`src/pin_state_pkg.sv`:
```
package pin_state_pkg;

   // --------------------------------------------------------------
   // Condition encodings
   // --------------------------------------------------------------
   typedef enum logic [3:0] {
      PM_FULL      = 4'h1,
      PM_STANDBY   = 4'h2,
      PM_SUSPEND   = 4'h4,
      PM_HIBERNATE = 4'h8
   } power_mode_type;

   typedef enum logic [3:0] {
      CAUSE_RTC     = 4'h1,
      CAUSE_SWITCH  = 4'h2,
      CAUSE_DEADMAN = 4'h4,
      CAUSE_RUN     = 4'h8
   } reset_cause_type;

   // --------------------------------------------------------------
   // Two-pin group carrier, oe_n low while driving
   // --------------------------------------------------------------
   typedef struct packed {
      logic [1:0] level;
      logic [1:0] oe_n;
   } pin_pair_type;

   // --------------------------------------------------------------
   // Reset values and fixed levels
   // --------------------------------------------------------------
   localparam logic [1:0] PAIR_HIGH = 2'h3;
   localparam logic [1:0] PAIR_LOW = 2'h0;
   localparam logic [1:0] PAIR_DRIVE = 2'h0;
   localparam logic [1:0] PAIR_FLOAT = 2'h3;
   localparam pin_pair_type PAIR_RESET = '{level: PAIR_HIGH, oe_n: PAIR_FLOAT};
   localparam logic BUS_CLOCK_RESET = 1'h0;
   localparam logic SERIAL_IDLE = 1'h1;
   localparam int SYNC_STAGES = 3;

endpackage : pin_state_pkg

```
`src/pin_hold_cell.sv`:
```
`timescale 1ns/1ps
// Keeps the last full-speed level of a pin group while capture is off.
module pin_hold_cell #(
   parameter int WIDTH = 1,
   parameter logic [WIDTH-1:0] RESET_LEVEL = '0
) (
   // Clock and reset
   input wire logic mclk_in,
   input wire logic rst_in,
   // Live side
   input wire logic capture_in,
   input wire logic [WIDTH-1:0] live_in,
   // Held side
   output logic [WIDTH-1:0] held_out
);

   if (WIDTH < 1) begin : g_bad_width
      $error("WIDTH must be at least 1");
   end

   logic [WIDTH-1:0] held_ff;

   always_ff @(posedge mclk_in) begin
      if (rst_in) begin
         held_ff <= RESET_LEVEL;
      end else if (capture_in) begin
         held_ff <= live_in;
      end
   end

   // Live value passes while capturing, so no cycle of lag at entry
   assign held_out = capture_in ? live_in : held_ff;

endmodule : pin_hold_cell

```
`src/pin_state_mode_control.sv`:
```
`timescale 1ns/1ps
// Summary of operation
// - Hold pins keep last full-speed level in suspend without a bus hold
// - Upper selects in ROM role mirror ROM selects while forced, else follow their own live value
// - Upper selects in DRAM role mirror row strobes while forced, but float high in reset; else follow their own live value
// - Width pin low when setting 1, else high
// - Reset switch reset: strobe low, self refresh
// - Watchdog reset: strobe drives high
// - Bus hold clock: frozen from suspend, else toggles
// - Shared serial pins switch role under software
module pin_state_mode_control #(
   parameter int SERIAL_W = 3
) (
   // Clock and reset
   input wire logic mclk_in,
   input wire logic rst_in,
   // Reset sources
   input wire logic clock_domain_reset_input_in,
   input wire logic reset_switch_input_n_in,
   input wire logic watchdog_timeout_in,
   input wire logic run_start_in,
   // Power state and bus hold
   input wire pin_state_pkg::power_mode_type power_mode_in,
   input wire logic bus_hold_grant_in,
   // Configuration
   input wire logic bus_width_select_in,
   input wire logic upper_rom_role_in,
   input wire logic [SERIAL_W-1:0] serial_gpio_role_in,
   // Functional values from the bus and serial logic
   input wire logic [1:0] rom_chip_select_n_live_in,
   input wire logic [1:0] dram_row_strobe_n_live_in,
   input wire logic [1:0] upper_select_n_live_in,
   input wire logic external_bus_clock_live_in,
   input wire logic [SERIAL_W-1:0] serial_live_in,
   input wire logic [SERIAL_W-1:0] gpio_live_in,
   // Pins
   output pin_state_pkg::pin_pair_type rom_chip_select_out,
   output pin_state_pkg::pin_pair_type dram_row_strobe_out,
   output pin_state_pkg::pin_pair_type upper_select_out,
   output logic external_bus_clock_out,
   output logic width_level_out,
   output logic width_oe_n_out,
   output logic [SERIAL_W-1:0] serial_level_out,
   output logic [SERIAL_W-1:0] serial_oe_n_out,
   // Status
   output pin_state_pkg::reset_cause_type reset_cause_out
);

   generate
      if (SERIAL_W < 1 || SERIAL_W > 16) begin : g_bad_width
         $error("SERIAL_W out of range");
      end
   endgenerate

   // ------------------------------------------------------------
   // Pin synchronisers
   // ------------------------------------------------------------
   logic [pin_state_pkg::SYNC_STAGES-1:0] sw_sync_ff;
   logic [pin_state_pkg::SYNC_STAGES-1:0] rtc_sync_ff;
   logic sw_pressed_ff;
   logic rtc_active_ff;

   always_ff @(posedge mclk_in) begin
      if (rst_in) begin
         sw_sync_ff <= '0;
         rtc_sync_ff <= '0;
      end else begin
         sw_sync_ff <= {sw_sync_ff[1:0], ~reset_switch_input_n_in};
         rtc_sync_ff <= {rtc_sync_ff[1:0], clock_domain_reset_input_in};
      end
   end

   // A level counts only once stages two and three agree
   always_ff @(posedge mclk_in) begin
      if (rst_in) begin
         sw_pressed_ff <= 1'h0;
         rtc_active_ff <= 1'h0;
      end else begin
         if (sw_sync_ff[1] == sw_sync_ff[2]) begin
            sw_pressed_ff <= sw_sync_ff[2];
         end
         if (rtc_sync_ff[1] == rtc_sync_ff[2]) begin
            rtc_active_ff <= rtc_sync_ff[2];
         end
      end
   end

   // ------------------------------------------------------------
   // Reset cause
   // ------------------------------------------------------------
   pin_state_pkg::reset_cause_type cause_ff;

   // Clock-domain reset outranks the switch, the switch the watchdog
   always_ff @(posedge mclk_in) begin
      if (rst_in) begin
         cause_ff <= pin_state_pkg::CAUSE_RTC;
      end else if (rtc_active_ff) begin
         cause_ff <= pin_state_pkg::CAUSE_RTC;
      end else if (sw_pressed_ff) begin
         cause_ff <= pin_state_pkg::CAUSE_SWITCH;
      end else if (watchdog_timeout_in) begin
         cause_ff <= pin_state_pkg::CAUSE_DEADMAN;
      end else if (run_start_in) begin
         cause_ff <= pin_state_pkg::CAUSE_RUN;
      end
   end

   assign reset_cause_out = cause_ff;

   // ------------------------------------------------------------
   // Operating condition
   // ------------------------------------------------------------
   logic running;
   logic full_speed;
   logic suspended;
   logic hibernating;
   logic holding;
   logic hold_from_suspend_ff;
   logic capture;
   logic forced;

   assign running = cause_ff == pin_state_pkg::CAUSE_RUN;
   assign suspended = power_mode_in == pin_state_pkg::PM_SUSPEND;
   assign hibernating = power_mode_in == pin_state_pkg::PM_HIBERNATE;
   assign full_speed = power_mode_in == pin_state_pkg::PM_FULL;
   assign holding = running && bus_hold_grant_in;
   assign capture = running && full_speed && !bus_hold_grant_in;
   // Any condition in which the select and strobe pins do not follow their live values
   assign forced = !running || holding || suspended || hibernating;

   // Remember where the hold began; suspend may end during the hold
   always_ff @(posedge mclk_in) begin
      if (rst_in) begin
         hold_from_suspend_ff <= 1'h0;
      end else if (!holding) begin
         hold_from_suspend_ff <= suspended;
      end
   end

   // ------------------------------------------------------------
   // Levels held from full speed
   // ------------------------------------------------------------
   logic held_clock;
   logic [SERIAL_W-1:0] serial_mux;
   logic [SERIAL_W-1:0] held_serial;

   assign serial_mux = (serial_gpio_role_in & gpio_live_in)
                     | (~serial_gpio_role_in & serial_live_in);

   pin_hold_cell #(.WIDTH(1), .RESET_LEVEL(pin_state_pkg::BUS_CLOCK_RESET)) u_clock_hold (
      .mclk_in(mclk_in),
      .rst_in(rst_in),
      .capture_in(capture),
      .live_in(external_bus_clock_live_in),
      .held_out(held_clock)
   );

   pin_hold_cell #(.WIDTH(SERIAL_W), .RESET_LEVEL({SERIAL_W{pin_state_pkg::SERIAL_IDLE}}))
   u_serial_hold (
      .mclk_in(mclk_in),
      .rst_in(rst_in),
      .capture_in(capture),
      .live_in(serial_mux),
      .held_out(held_serial)
   );

   // ------------------------------------------------------------
   // Per-condition pin levels
   // ------------------------------------------------------------
   pin_state_pkg::pin_pair_type nxt_rom;
   pin_state_pkg::pin_pair_type nxt_strobe;
   pin_state_pkg::pin_pair_type nxt_upper;
   pin_state_pkg::pin_pair_type upper_as_rom;
   pin_state_pkg::pin_pair_type upper_as_dram;
   logic nxt_clock;
   logic [SERIAL_W-1:0] nxt_serial;
   logic [SERIAL_W-1:0] nxt_serial_oe_n;

   // Chip-select column: used for the lower ROM selects and upper ROM role
   function automatic pin_state_pkg::pin_pair_type rom_col(
      input pin_state_pkg::reset_cause_type cause,
      input logic hold,
      input logic susp,
      input logic hib,
      input logic [1:0] live);
      pin_state_pkg::pin_pair_type r;
      r.level = pin_state_pkg::PAIR_HIGH;
      r.oe_n = pin_state_pkg::PAIR_DRIVE;
      if (cause == pin_state_pkg::CAUSE_RTC || (cause == pin_state_pkg::CAUSE_RUN && hib)) begin
         r.oe_n = pin_state_pkg::PAIR_FLOAT;
      end else if (cause == pin_state_pkg::CAUSE_RUN && !hold && !susp) begin
         r.level = live;
      end
      return r;
   endfunction : rom_col

   // Row-strobe column: used for lower strobes and upper DRAM role
   function automatic pin_state_pkg::pin_pair_type dram_col(
      input pin_state_pkg::reset_cause_type cause,
      input logic hold,
      input logic susp,
      input logic hib,
      input logic [1:0] live);
      pin_state_pkg::pin_pair_type r;
      r.level = pin_state_pkg::PAIR_LOW;
      r.oe_n = pin_state_pkg::PAIR_DRIVE;
      unique case (cause)
         pin_state_pkg::CAUSE_RTC: begin
            r.level = pin_state_pkg::PAIR_HIGH;
         end
         pin_state_pkg::CAUSE_SWITCH: begin
            r.level = pin_state_pkg::PAIR_LOW;
         end
         pin_state_pkg::CAUSE_DEADMAN: begin
            r.level = pin_state_pkg::PAIR_HIGH;
         end
         pin_state_pkg::CAUSE_RUN: begin
            if (hold) begin
               r.oe_n = pin_state_pkg::PAIR_FLOAT;
            end else if (!susp && !hib) begin
               r.level = live;
            end
         end
         default: begin
            r.level = pin_state_pkg::PAIR_HIGH;
         end
      endcase
      return r;
   endfunction : dram_col

   always_comb begin
      nxt_rom = rom_col(cause_ff, holding, suspended, hibernating, rom_chip_select_n_live_in);
      nxt_strobe = dram_col(cause_ff, holding, suspended, hibernating,
                            dram_row_strobe_n_live_in);
      upper_as_rom = rom_col(cause_ff, holding, suspended, hibernating,
                             upper_select_n_live_in);
      upper_as_dram = dram_col(cause_ff, holding, suspended, hibernating,
                               upper_select_n_live_in);
      nxt_upper = upper_rom_role_in ? upper_as_rom : upper_as_dram;
   end

   always_comb begin
      nxt_clock = pin_state_pkg::BUS_CLOCK_RESET;
      if (running) begin
         if (holding) begin
            nxt_clock = hold_from_suspend_ff ? held_clock : external_bus_clock_live_in;
         end else if (suspended) begin
            nxt_clock = held_clock;
         end else if (!hibernating) begin
            nxt_clock = external_bus_clock_live_in;
         end
      end
   end

   always_comb begin
      nxt_serial = {SERIAL_W{pin_state_pkg::SERIAL_IDLE}};
      nxt_serial_oe_n = '0;
      if (cause_ff == pin_state_pkg::CAUSE_RTC) begin
         nxt_serial_oe_n = '1;
      end else if (holding) begin
         nxt_serial = serial_mux;
      end else if (running && suspended) begin
         nxt_serial = held_serial;
      end else if (running && !hibernating) begin
         nxt_serial = serial_mux;
      end
   end

   // ------------------------------------------------------------
   // Output registers
   // ------------------------------------------------------------
   always_ff @(posedge mclk_in) begin
      if (rst_in) begin
         rom_chip_select_out <= pin_state_pkg::PAIR_RESET;
         upper_select_out <= pin_state_pkg::PAIR_RESET;
         dram_row_strobe_out <= '{level: pin_state_pkg::PAIR_HIGH,
                                  oe_n: pin_state_pkg::PAIR_DRIVE};
      end else begin
         rom_chip_select_out <= nxt_rom;
         upper_select_out <= nxt_upper;
         dram_row_strobe_out <= nxt_strobe;
      end
   end

   always_ff @(posedge mclk_in) begin
      if (rst_in) begin
         external_bus_clock_out <= pin_state_pkg::BUS_CLOCK_RESET;
         serial_level_out <= {SERIAL_W{pin_state_pkg::SERIAL_IDLE}};
         serial_oe_n_out <= '1;
      end else begin
         external_bus_clock_out <= nxt_clock;
         serial_level_out <= nxt_serial;
         serial_oe_n_out <= nxt_serial_oe_n;
      end
   end

   // Width pin is always driven, inverse of the setting
   always_ff @(posedge mclk_in) begin
      if (rst_in) begin
         width_level_out <= 1'h1;
         width_oe_n_out <= 1'h0;
      end else begin
         width_level_out <= ~bus_width_select_in;
         width_oe_n_out <= 1'h0;
      end
   end
endmodule : pin_state_mode_control

```
`config.mk`:
```
export PLATFORM = sky130hd
export DESIGN_NAME = pin_state_mode_control
export DESIGN_NICKNAME = d
export VERILOG_FILES = /design/src/pin_state_pkg.sv /design/src/pin_hold_cell.sv /design/src/pin_state_mode_control.sv
export SDC_FILE = /design/constraint.sdc
export NUM_CORES = 1
export LEC_CHECK = 0
export BUFFER_PORTS_ARGS = -buffer_cell sky130_fd_sc_hd__buf_2
export CORE_AREA = 10 10 68 70
export DETAILED_ROUTE_END_ITERATION = 10
export DIE_AREA = 0 0 78 80
export GPL_ROUTABILITY_DRIVEN = 1
export PLACE_DENSITY = 0.7
export SLEW_MARGIN = 40
export SYNTH_ARGS = -nofsm -noshare
export SYNTH_HDL_FRONTEND = slang
export SYNTH_SLANG_ARGS = --single-unit
```
`constraint.sdc`:
```
create_clock -name mclk_in -period 5.7 [get_ports mclk_in]
set_clock_uncertainty 0.2 [all_clocks]
set_input_delay 0.57 -clock mclk_in [delete_from_list [all_inputs] [get_ports mclk_in]]
set_output_delay 0.57 -clock mclk_in [all_outputs]
set_load 0.01 [all_outputs]
```
==> results of run 1 <==
-- worst reg2reg max path, cell delays in order, from the launching register on --
cell and delay, ps:
dfxtp_1 370, or4b_1 710, nor3_4 370, nor2b_1 90, a211o_1 280
-- cells by family after synthesis --
family | Yosys count | share of synthesized area [%]
AOI/OAI and AO/OA | 27 | 15.1
and+or+nand+nor | 51 | 21.8
DFF | 32 | 50.3
muxes | 6 | 5.01
xor gates and xnor gates | 2 | 1.38
buffers and inverters | 14 | 6.00
other | 1 | 0.295
-- layout by cell type, fill, tap and decap left out, types with 2 or more instances in the layout --
cell type   n
o21ai_0     3
clkbuf_1    2
a31oi_1     2
nor2_1     11
dfxtp_1    32
nand2_1    17
clkbuf_4    5
o31a_2      2
mux2_2      3
a21oi_1     6
a211o_1     3
or3_1       2
nor2b_1     8
o32ai_1     3
nor4_1      3
inv_1       3
mux2i_1     3
buf_2      52
-- routing by layer --
| layer | GRT usage (%) | vias to the layer above |
|---|---|---|
| met5 | 0 | - |
| met4 | 5.20 | 0 |
| met3 | 8.11 | 4 |
| met2 | 15.3 | 63 |
| met1 | 11.4 | 505 |
| li1 | - | 562 |
-- power by group --
group / switching (mW) / leakage (nW) / internal, mW / total [mW]
clock: 0.0705 / 0.0326 / 0.0608 / 0.131
sequential: 0.00439 / 0.262 / 0.230 / 0.234
combinational: 0.0253 / 0.361 / 0.0221 / 0.0474
total: 0.100 / 0.656 / 0.313 / 0.413
-- layout make-up --
cell class	instances	share of cell area, %
multi-input combinational	87	35.3
clock buffer	8	3.70
tap	46	3.62
inverter	3	0.708
sequential	32	40.3
timing repair buffer	52	16.4
-- state kept, by name, indices dropped and copies added (netlist names), 3 cells and up --
signal	cells
reset_cause_out	4
dram_row_strobe_out	3
rom_chip_select_out	3
rtc_sync_ff	3
serial_level_out	3
sw_sync_ff	3
u_serial_hold.held_ff	3
upper_select_out	3
-- worst min path at each step --
| stage | end | slack (ps) | cells past startpoint |
|---|---|---|---|
| 6_report | sw_sync_ff[0]$_SDFF_PP0_ | 180 | 2 |
| 5_1_grt | sw_sync_ff[0]$_SDFF_PP0_ | 160 | 2 |
| 4_1_cts | sw_sync_ff[0]$_SDFF_PP0_ | 160 | 2 |
| 3_5_place_dp | rtc_sync_ff[1]$_SDFF_PP0_ | 230 | 1 |
| 3_3_place_gp | sw_sync_ff[1]$_SDFF_PP0_ | 220 | 1 |
| 2_1_floorplan | rtc_sync_ff[1]$_SDFF_PP0_ | 210 | 1 |
-- stage by stage --
step           instances  worst slack [ps]  utilization [%]  cell area [sq um]
2_1_floorplan        133              3560                -               1270
6_report             228              3570             48.4               1590
3_3_place_gp         220              3410             46.4               1530
5_1_grt              228              3450             48.4               1590
3_5_place_dp         220              3350             46.4               1530
4_1_cts              228              3580             48.2               1580
==> qor.csv, run 1 <==
stage;metric;value;unit
outcome;status;complete, no violations;
yosys;Post-synth EDFFs;0;
pwr;Power Density;260;nW/um^2
sta;Final Hold Vio Count;0;
yosys;synthesized cell area;1270;sq um
yosys;Post-Syn Nets;162;
setup_path;crit path max fanout;7;
yosys;biggest area consumer among synthesized cells;dfxtp_1;
floorplan;IO Pins;54;
clocking;Clock Tree Buf Depth;2;
place;post-detail-place hpwl;2.52;mm
sta;hold_ws;183;ps
sta;Tmin final;2130;ps
min_path;Hold WC Path Type;in -> reg;
floorplan;core region area;3280;sq um
clocking;Root Buffer;clkbuf_4;
yosys;syn_area_per_cell;9.57;sq um
floorplan;die width;78;microns
sta;fmax;0.469;GHz
yosys;Most used DFF post-synth;dfxtp_1;
setup_path;Worst Setup SP;reset_cause_out[2]$_SDFFE_PP0P_;
routing;Routed met3 length;475;microns
clocking;CTS HTree Levels;2;
pwr;total power;0.413;mW
routing;Vias;1134;
grt;largest net degree at the start of global routing;28;
clocking;CTS tree;yes;
yosys;largest cells by area after synthesis;dfxtp_1 50%, nand2_1 5.0%, nor2b_1 3.9%;
setup_path;Reg-to-Reg Start;reset_cause_out[2]$_SDFFE_PP0P_;
setup_path;flop2flop setup slack;3570;ps
yosys;Async S/R FF share, synth;0;%
sta;Worst Tran Pin Value;515;ps
routing;Top Metal Used;met4;
clocking;Clock transition at path regs;90;ps
pwr;worst vdd ir;0.0776;mV
floorplan;Die Area;6240;sq um
routing;DRT met1 WL;1.38;mm
sta;relative slew slack;65.5;%
yosys;top-count cell post-synth;dfxtp_1;
setup_path;worst r2r path cells;4;
sta;setup TNS;0;ps
place;I/O Buffers;52;
min_path;HP Start;reset_switch_input_n_in;
setup_path;CP arrival;2150;ps
setup_path;crit-path max cell delay;710;ps
cells_and_area;area delta synth->final;25.0;%
grt;first-pass GRT wire length;5.31;mm
clocking;worst skew pair latency;320;ps
setup_path;crit path kind;reg -> reg;
cells_and_area;Ant. Diodes;0;
job;max cap viols;0;
floorplan;Rows;21;
yosys;#FFs+latches synth;32;
floorplan;Initial Utilization;38.7;%
setup_path;Req. time, crit path;5720;ps
sta;Tcrit/Tclk final;37.4;%
sta;fin. max-slew vios;0;
cells_and_area;multi-input gate area in the final layout;562;sq um
yosys;Yosys top cell area share;50.3;%
clocking;CTS sink count;32;
grt;Total GRT Usage;10.7;%
setup_path;CP endpoint kind;flop;
yosys;Gate Count Post-Synth;133;
routing;DR WL met2;1.33;mm
setup_path;crit path cell chain;or4b_1 > nor3_4 > nor2b_1 > a211o_1;
setup_path;RR Endpoint;u_serial_hold.held_ff[1]$_SDFF_PP1_;
routing;WL per Instance;14.2;microns
clocking;post-cts sizing count;0;
routing;1st-pass router iterations;4;
grt;vias in the first global route;1177;
routing;DRC violations left;0;
routing;vias per std cell;4.97;
pwr;Static Leakage;0.656;nW
routing;DRT iter0 DRCs;83;
setup_path;Buf/Inv on CP;0;
setup_path;critical path's slowest cell;or4b_1;
yosys;Synthesis Warnings;0;
yosys;Distinct cells, synth;39;
routing;post-route ant nets;0;
cells_and_area;filler instances;326;
grt;antenna violations before repair;0;
yosys;Synth top cells by count;32 x dfxtp_1, 17 x nand2_1, 11 x nor2_1;
floorplan;Die Ht;80;microns
cells_and_area;nets;210;
setup_path;Setup crit end;u_serial_hold.held_ff[1]$_SDFF_PP1_;
yosys;Seq/Total Area, Yosys;50.3;%
sta;# setup viols final;0;
clocking;hold buffers post-CTS;0;
setup_path;crit start category;flop;
grt;Congestion Overflow GR;0;
sta;RSZ-0062 raised after global routing;false;
clocking;setup bufs post-CTS;0;
clocking;CTS Buf Count;5;
cells_and_area;share of cells above drive strength 1;36.8;%
setup_path;critical path depth;4;
cells_and_area;Reg area;641;sq um
routing;Routed WL;3.23;mm
setup_path;Crit path max-delay family;simple AND/OR/NAND/NOR gates;
place;gp weighted congestion;0.809;
Power figures use the tool's default switching activity.
==> run 2: changes to the inputs <==
==> constraint.sdc (replaced) <==
create_clock -name mclk_in -period 2.2 [get_ports mclk_in]
set_clock_uncertainty 0.2 [all_clocks]
set_input_delay 0.22 -clock mclk_in [delete_from_list [all_inputs] [get_ports mclk_in]]
set_output_delay 0.22 -clock mclk_in [all_outputs]
set_load 0.01 [all_outputs]
==> qor.csv, run 2 (synthesized netlist as in run 1, its figures left out) <==
stage;metric;value;unit
sta;RSZ-0062 raised after global routing;false;
floorplan;Initial Utilization;38.7;%
sta;setup TNS;0;ps
setup_path;Buf/Inv on CP;0;
routing;WL per Instance;13.7;microns
setup_path;crit-path max cell delay;690;ps
floorplan;Die Area;6240;sq um
grt;Total GRT Usage;10.5;%
sta;relative slew slack;53.0;%
pwr;Power Density;632;nW/um^2
grt;largest net degree at the start of global routing;28;
setup_path;CP endpoint kind;flop;
setup_path;RR Endpoint;u_serial_hold.held_ff[2]$_SDFF_PP1_;
clocking;CTS Buf Count;5;
clocking;CTS tree;yes;
sta;Worst Tran Pin Value;695;ps
pwr;Static Leakage;0.721;nW
routing;Routed WL;3.33;mm
setup_path;crit path cell chain;or4b_1 > nor3_4 > nor2b_1 > a211o_1;
clocking;CTS sink count;32;
cells_and_area;most frequent cells in the layout;52 x buf_2, 32 x dfxtp_1, 17 x nand2_1, 13 x dlygate4sd3_1, 11 x nor2_1;
min_path;Hold WC Path Type;in -> reg;
grt;first-pass GRT wire length;5.28;mm
setup_path;Crit path max-delay family;simple AND/OR/NAND/NOR gates;
sta;fmax;0.485;GHz
setup_path;crit path kind;reg -> reg;
place;gp weighted congestion;0.819;
floorplan;Rows;21;
cells_and_area;nets;225;
sta;hold_ws;44.2;ps
cells_and_area;Ant. Diodes;0;
sta;Tcrit/Tclk final;93.7;%
place;post-detail-place hpwl;2.56;mm
cells_and_area;share of cells above drive strength 1;35.0;%
min_path;Hold Path Depth;4;
routing;DRT iter0 DRCs;77;
floorplan;core region area;3280;sq um
pwr;internal power;0.828;mW
cells_and_area;area delta synth->final;36.3;%
floorplan;Die Ht;80;microns
sta;# setup viols final;0;
clocking;CTS HTree Levels;2;
outcome;status;complete, no violations;
cells_and_area;max reg flops;4;
clocking;Clock transition at path regs;100;ps
routing;post-route ant nets;0;
pwr;power share of the combinational group;13.5;%
grt;vias in the first global route;1150;
sta;Final Hold Vio Count;0;
grt;antenna violations before repair;0;
place;I/O Buffers;52;
setup_path;CP arrival;2080;ps
routing;Vias;1192;
floorplan;IO Pins;54;
setup_path;flop2flop setup slack;140;ps
setup_path;crit path max fanout;7;
clocking;Root Buffer;clkbuf_4;
clocking;Clock Tree Buf Depth;2;
setup_path;worst r2r path cells;4;
clocking;setup bufs post-CTS;0;
setup_path;Req. time, crit path;2210;ps
cells_and_area;commonest non-fill, non-tap cell in the layout;buf_2;
pwr;sw frac;24.4;%
setup_path;critical path's slowest cell;or4b_1;
pwr;switching pwr;0.268;mW
setup_path;Reg-to-Reg Start;reset_cause_out[2]$_SDFFE_PP0P_;
pwr;Reg power frac;55.1;%
routing;1st-pass router iterations;4;
min_path;hold path endpoint;reset_cause_out[1]$_SDFFE_PP0P_;
setup_path;crit start category;flop;
floorplan;die width;78;microns
grt;Congestion Overflow GR;0;
job;max cap viols;0;
routing;DRC violations left;0;
min_path;HP Start;run_start_in;
routing;vias per std cell;4.91;
sta;Tmin final;2060;ps
clocking;worst skew pair latency;330;ps
pwr;Clock power frac;31.5;%
sta;fin. max-slew vios;0;
pwr;worst vdd ir;0.307;mV
## run 2: power groups by stage
stage / Sequential (mW) / Combinational [mW] / Clock [mW]
finish: 0.604 / 0.148 / 0.345
CTS: 0.604 / 0.148 / 0.359
detailed placement: 0.617 / 0.129 / 0
floorplan: 0.626 / 0.0674 / 0
global route: 0.606 / 0.164 / 0.379
global placement: 0.616 / 0.126 / 0
## run 2: worst max path at each step
stage / endpoint / cells after the start / slack [ps] / from
3_3_place_gp: u_serial_hold.held_ff[0]$_SDFF_PP1_ / 4 / 210 / reset_cause_out[2]$_SDFFE_PP0P_
6_report: u_serial_hold.held_ff[2]$_SDFF_PP1_ / 4 / 140 / reset_cause_out[2]$_SDFFE_PP0P_
2_1_floorplan: u_serial_hold.held_ff[0]$_SDFF_PP1_ / 5 / 270 / reset_cause_out[2]$_SDFFE_PP0P_
4_1_cts: u_serial_hold.held_ff[2]$_SDFF_PP1_ / 4 / 110 / reset_cause_out[2]$_SDFFE_PP0P_
5_1_grt: u_serial_hold.held_ff[2]$_SDFF_PP1_ / 4 / 40 / reset_cause_out[2]$_SDFFE_PP0P_
3_5_place_dp: u_serial_hold.held_ff[2]$_SDFF_PP1_ / 4 / 130 / reset_cause_out[2]$_SDFFE_PP0P_
## run 2: per-layer routing
layer / routed length, microns / vias up / global-route usage (%) / part of all wire [%]
li1: - / 591 / - / -
met1: 1430 / 545 / 11.3 / 43
met2: 1450 / 54 / 15.7 / 44
met3: 428 / 2 / 7.32 / 13
met4: 20 / 0 / 4.48 / 0.60
met5: 0 / - / 0 / 0
## run 2: through the flow
step                      instances  util, %  worst slack, ps  total power, mW  instance area, sq um
after floorplan                 133        -              270            0.693                  1270
after CTS                       243     52.6              105             1.11                  1730
after global routing            243     52.8             40.7             1.15                  1730
after detailed placement        222     46.9              132            0.747                  1540
after global placement          222     46.9              209            0.742                  1540
final                           243     52.8              138             1.10                  1730
## run 2: repair_timing
item	CTS	global route
endpoints found under the hold margin	14	0
hold buffers	13	0
resized for setup	0	1
endpoints found under the setup margin	0	1
## run 2: worst reg2reg max path, delay by kind of cell, from the launching register on
kind | cells | cell delay (ps)
and+or+nand+nor | 3 | 1100
DFF | 1 | 370
AOI/OAI and AO/OA | 1 | 280
## run 2: final cells by class
class / instances / area (sq um)
fill: 295 / 1550
sequential: 32 / 641
multi-input combinational: 87 / 561
timing repair buffer: 67 / 405
clock buffer: 8 / 58.8
tap: 46 / 57.6
inverter: 3 / 11.3
==> run 3: changes to the inputs <==
--- a/config.mk
+++ b/config.mk
@@ -5,12 +5,12 @@
 export SDC_FILE = /design/constraint.sdc
 export NUM_CORES = 1
 export LEC_CHECK = 0
-export BUFFER_PORTS_ARGS = -buffer_cell sky130_fd_sc_hd__buf_2
-export CORE_AREA = 10 10 68 70
+export CORE_AREA = 10 10 58 60
 export DETAILED_ROUTE_END_ITERATION = 10
-export DIE_AREA = 0 0 78 80
+export DIE_AREA = 0 0 68 70
+export DONT_BUFFER_PORTS = 1
 export GPL_ROUTABILITY_DRIVEN = 1
-export PLACE_DENSITY = 0.7
+export PLACE_DENSITY = 0.81
 export SLEW_MARGIN = 40
 export SYNTH_ARGS = -nofsm -noshare
 export SYNTH_HDL_FRONTEND = slang
==> qor.csv, run 3 (synthesized netlist as in run 1, its figures left out) <==
stage;metric;value;unit
grt;antenna violations before repair;0;
min_path;Hold WC Path Type;in -> reg;
place;I/O Buffers;0;
sta;RSZ-0062 raised after global routing;false;
pwr;internal power;0.817;mW
routing;post-route ant nets;0;
grt;vias in the first global route;1089;
routing;DR WL met2;1.75;mm
clocking;CTS sink count;32;
routing;1st-pass router iterations;4;
floorplan;Rows;18;
pwr;Clock power frac;31.7;%
setup_path;crit start category;input port;
pwr;Static Leakage;0.594;nW
routing;WL per Instance;17.1;microns
place;post-detail-place hpwl;2.19;mm
pwr;power share of the combinational group;11.0;%
place;gp weighted congestion;0.858;
pwr;sw frac;23.5;%
sta;Final Hold Vio Count;0;
floorplan;core region area;2340;sq um
routing;Vias;1079;
pwr;worst vdd ir;0.585;mV
cells_and_area;most frequent cells in the layout;32 x dfxtp_1, 25 x dlygate4sd3_1, 17 x nand2_1, 11 x nor2_1, 8 x nor2b_1;
cells_and_area;max reg flops;4;
clocking;Clock transition at path regs;80;ps
outcome;status;complete, no violations;
clocking;Root Buffer;clkbuf_4;
clocking;Clock Tree Buf Depth;2;
sta;# setup viols final;0;
sta;fin. max-slew vios;0;
floorplan;Die Ht;70;microns
cells_and_area;Ant. Diodes;0;
floorplan;die width;68;microns
setup_path;Req. time, crit path;2250;ps
cells_and_area;Finished Core Util;67.8;%
sta;hold_ws;23.9;ps
pwr;Reg power frac;57.3;%
grt;Total GRT Usage;14.4;%
setup_path;crit path kind;in -> reg;
grt;first-pass GRT wire length;5.28;mm
cells_and_area;commonest non-fill, non-tap cell in the layout;dfxtp_1;
routing;Routed met3 length;264;microns
clocking;CTS tree;yes;
routing;DRT met1 WL;1.14;mm
floorplan;Initial Utilization;54.3;%
floorplan;IO Pins;54;
floorplan;Die Area;4760;sq um
sta;Tmin final;2060;ps
sta;fmax;0.486;GHz
cells_and_area;non-filler cells, final;190;
clocking;CTS Buf Count;5;
sta;Worst Tran Pin Value;525;ps
clocking;worst skew pair latency;320;ps
clocking;post-cts sizing count;0;
sta;Tcrit/Tclk final;93.5;%
sta;relative slew slack;64.5;%
cells_and_area;nets;188;
grt;Congestion Overflow GR;0;
sta;setup TNS;0;ps
job;max cap viols;0;
pwr;switching pwr;0.251;mW
routing;DRT iter0 DRCs;71;
routing;Top Metal Used;met4;
grt;largest net degree at the start of global routing;27;
clocking;CTS HTree Levels;2;
setup_path;crit path max fanout;4;
routing;Routed WL;3.25;mm
place;cell count after placement;156;
routing;DRC violations left;0;
cells_and_area;share of cells above drive strength 1;11.9;%
pwr;Power Density;672;nW/um^2
cells_and_area;area delta synth->final;24.9;%
setup_path;CP endpoint kind;flop;
setup_path;CP arrival;2110;ps
routing;vias per std cell;5.68;
-- run 3: cell types whose count changed in the layout (fill, tap and decap cells not counted), sizes merged --
cell	previous run	this run
dlygate4sd3	13	25
buf	54	5
-- run 3: power by group through the flow --
stage / sequential [mW] / clock [mW] / combinational (mW)
3_5_place_dp: 0.626 / 0 / 0.0664
2_1_floorplan: 0.626 / 0 / 0.0674
3_3_place_gp: 0.626 / 0 / 0.0640
5_1_grt: 0.615 / 0.385 / 0.130
6_report: 0.612 / 0.338 / 0.118
4_1_cts: 0.613 / 0.346 / 0.116
-- run 3: path summary, 6_finish.rpt --
check | startpoint | depth (start not counted) | slack, ps | to
worst max-delay path | power_mode_in[3] | 5 | 140 | external_bus_clock_out$_SDFF_PP0_
worst min-delay path | external_bus_clock_live_in | 4 | 20 | external_bus_clock_out$_SDFF_PP0_
worst max register to register | reset_cause_out[2]$_SDFFE_PP0P_ | 4 | 170 | u_serial_hold.held_ff[1]$_SDFF_PP1_
worst min register to register | sw_sync_ff[0]$_SDFF_PP0_ | 1 | 260 | sw_sync_ff[1]$_SDFF_PP0_
-- run 3: layout make-up --
class                           count  area, sq um
Clock buffer                        8         58.8
Fill cell                         199          753
Inverter                            3         11.3
Multi-Input combinational cell     87          556
Sequential cell                    32          641
Tap cell                           30         37.5
Timing Repair Buffer               30          285
-- run 3: metal layers --
layer  GRT usage, %  vias to the layer above
met5              0                        -
met4           6.49                        0
met3           6.54                       11
met2           24.0                       49
met1           14.6                      502
li1               -                      517
-- run 3: per-stage QoR --
stage | total power [mW] | area (sq um) | setup slack (ps)
floorplan | 0.693 | 1270 | 270
global placement | 0.690 | 1270 | 265
detailed placement | 0.693 | 1270 | 202
CTS | 1.08 | 1590 | 174
finish | 1.07 | 1590 | 144
global route | 1.13 | 1590 | 26.1
-- run 3: repair_timing --
action,in CTS,in global routing
setup buffers,0,0
endpoints found under the hold margin,32,0
hold buffers,26,0
-- run 3: worst max-delay path, stage by stage --
cell and delay [ps]:
dlygate4sd3_1 560, nor4b_1 470, dlygate4sd3_1 650, nand2_1 60, a31oi_1 150
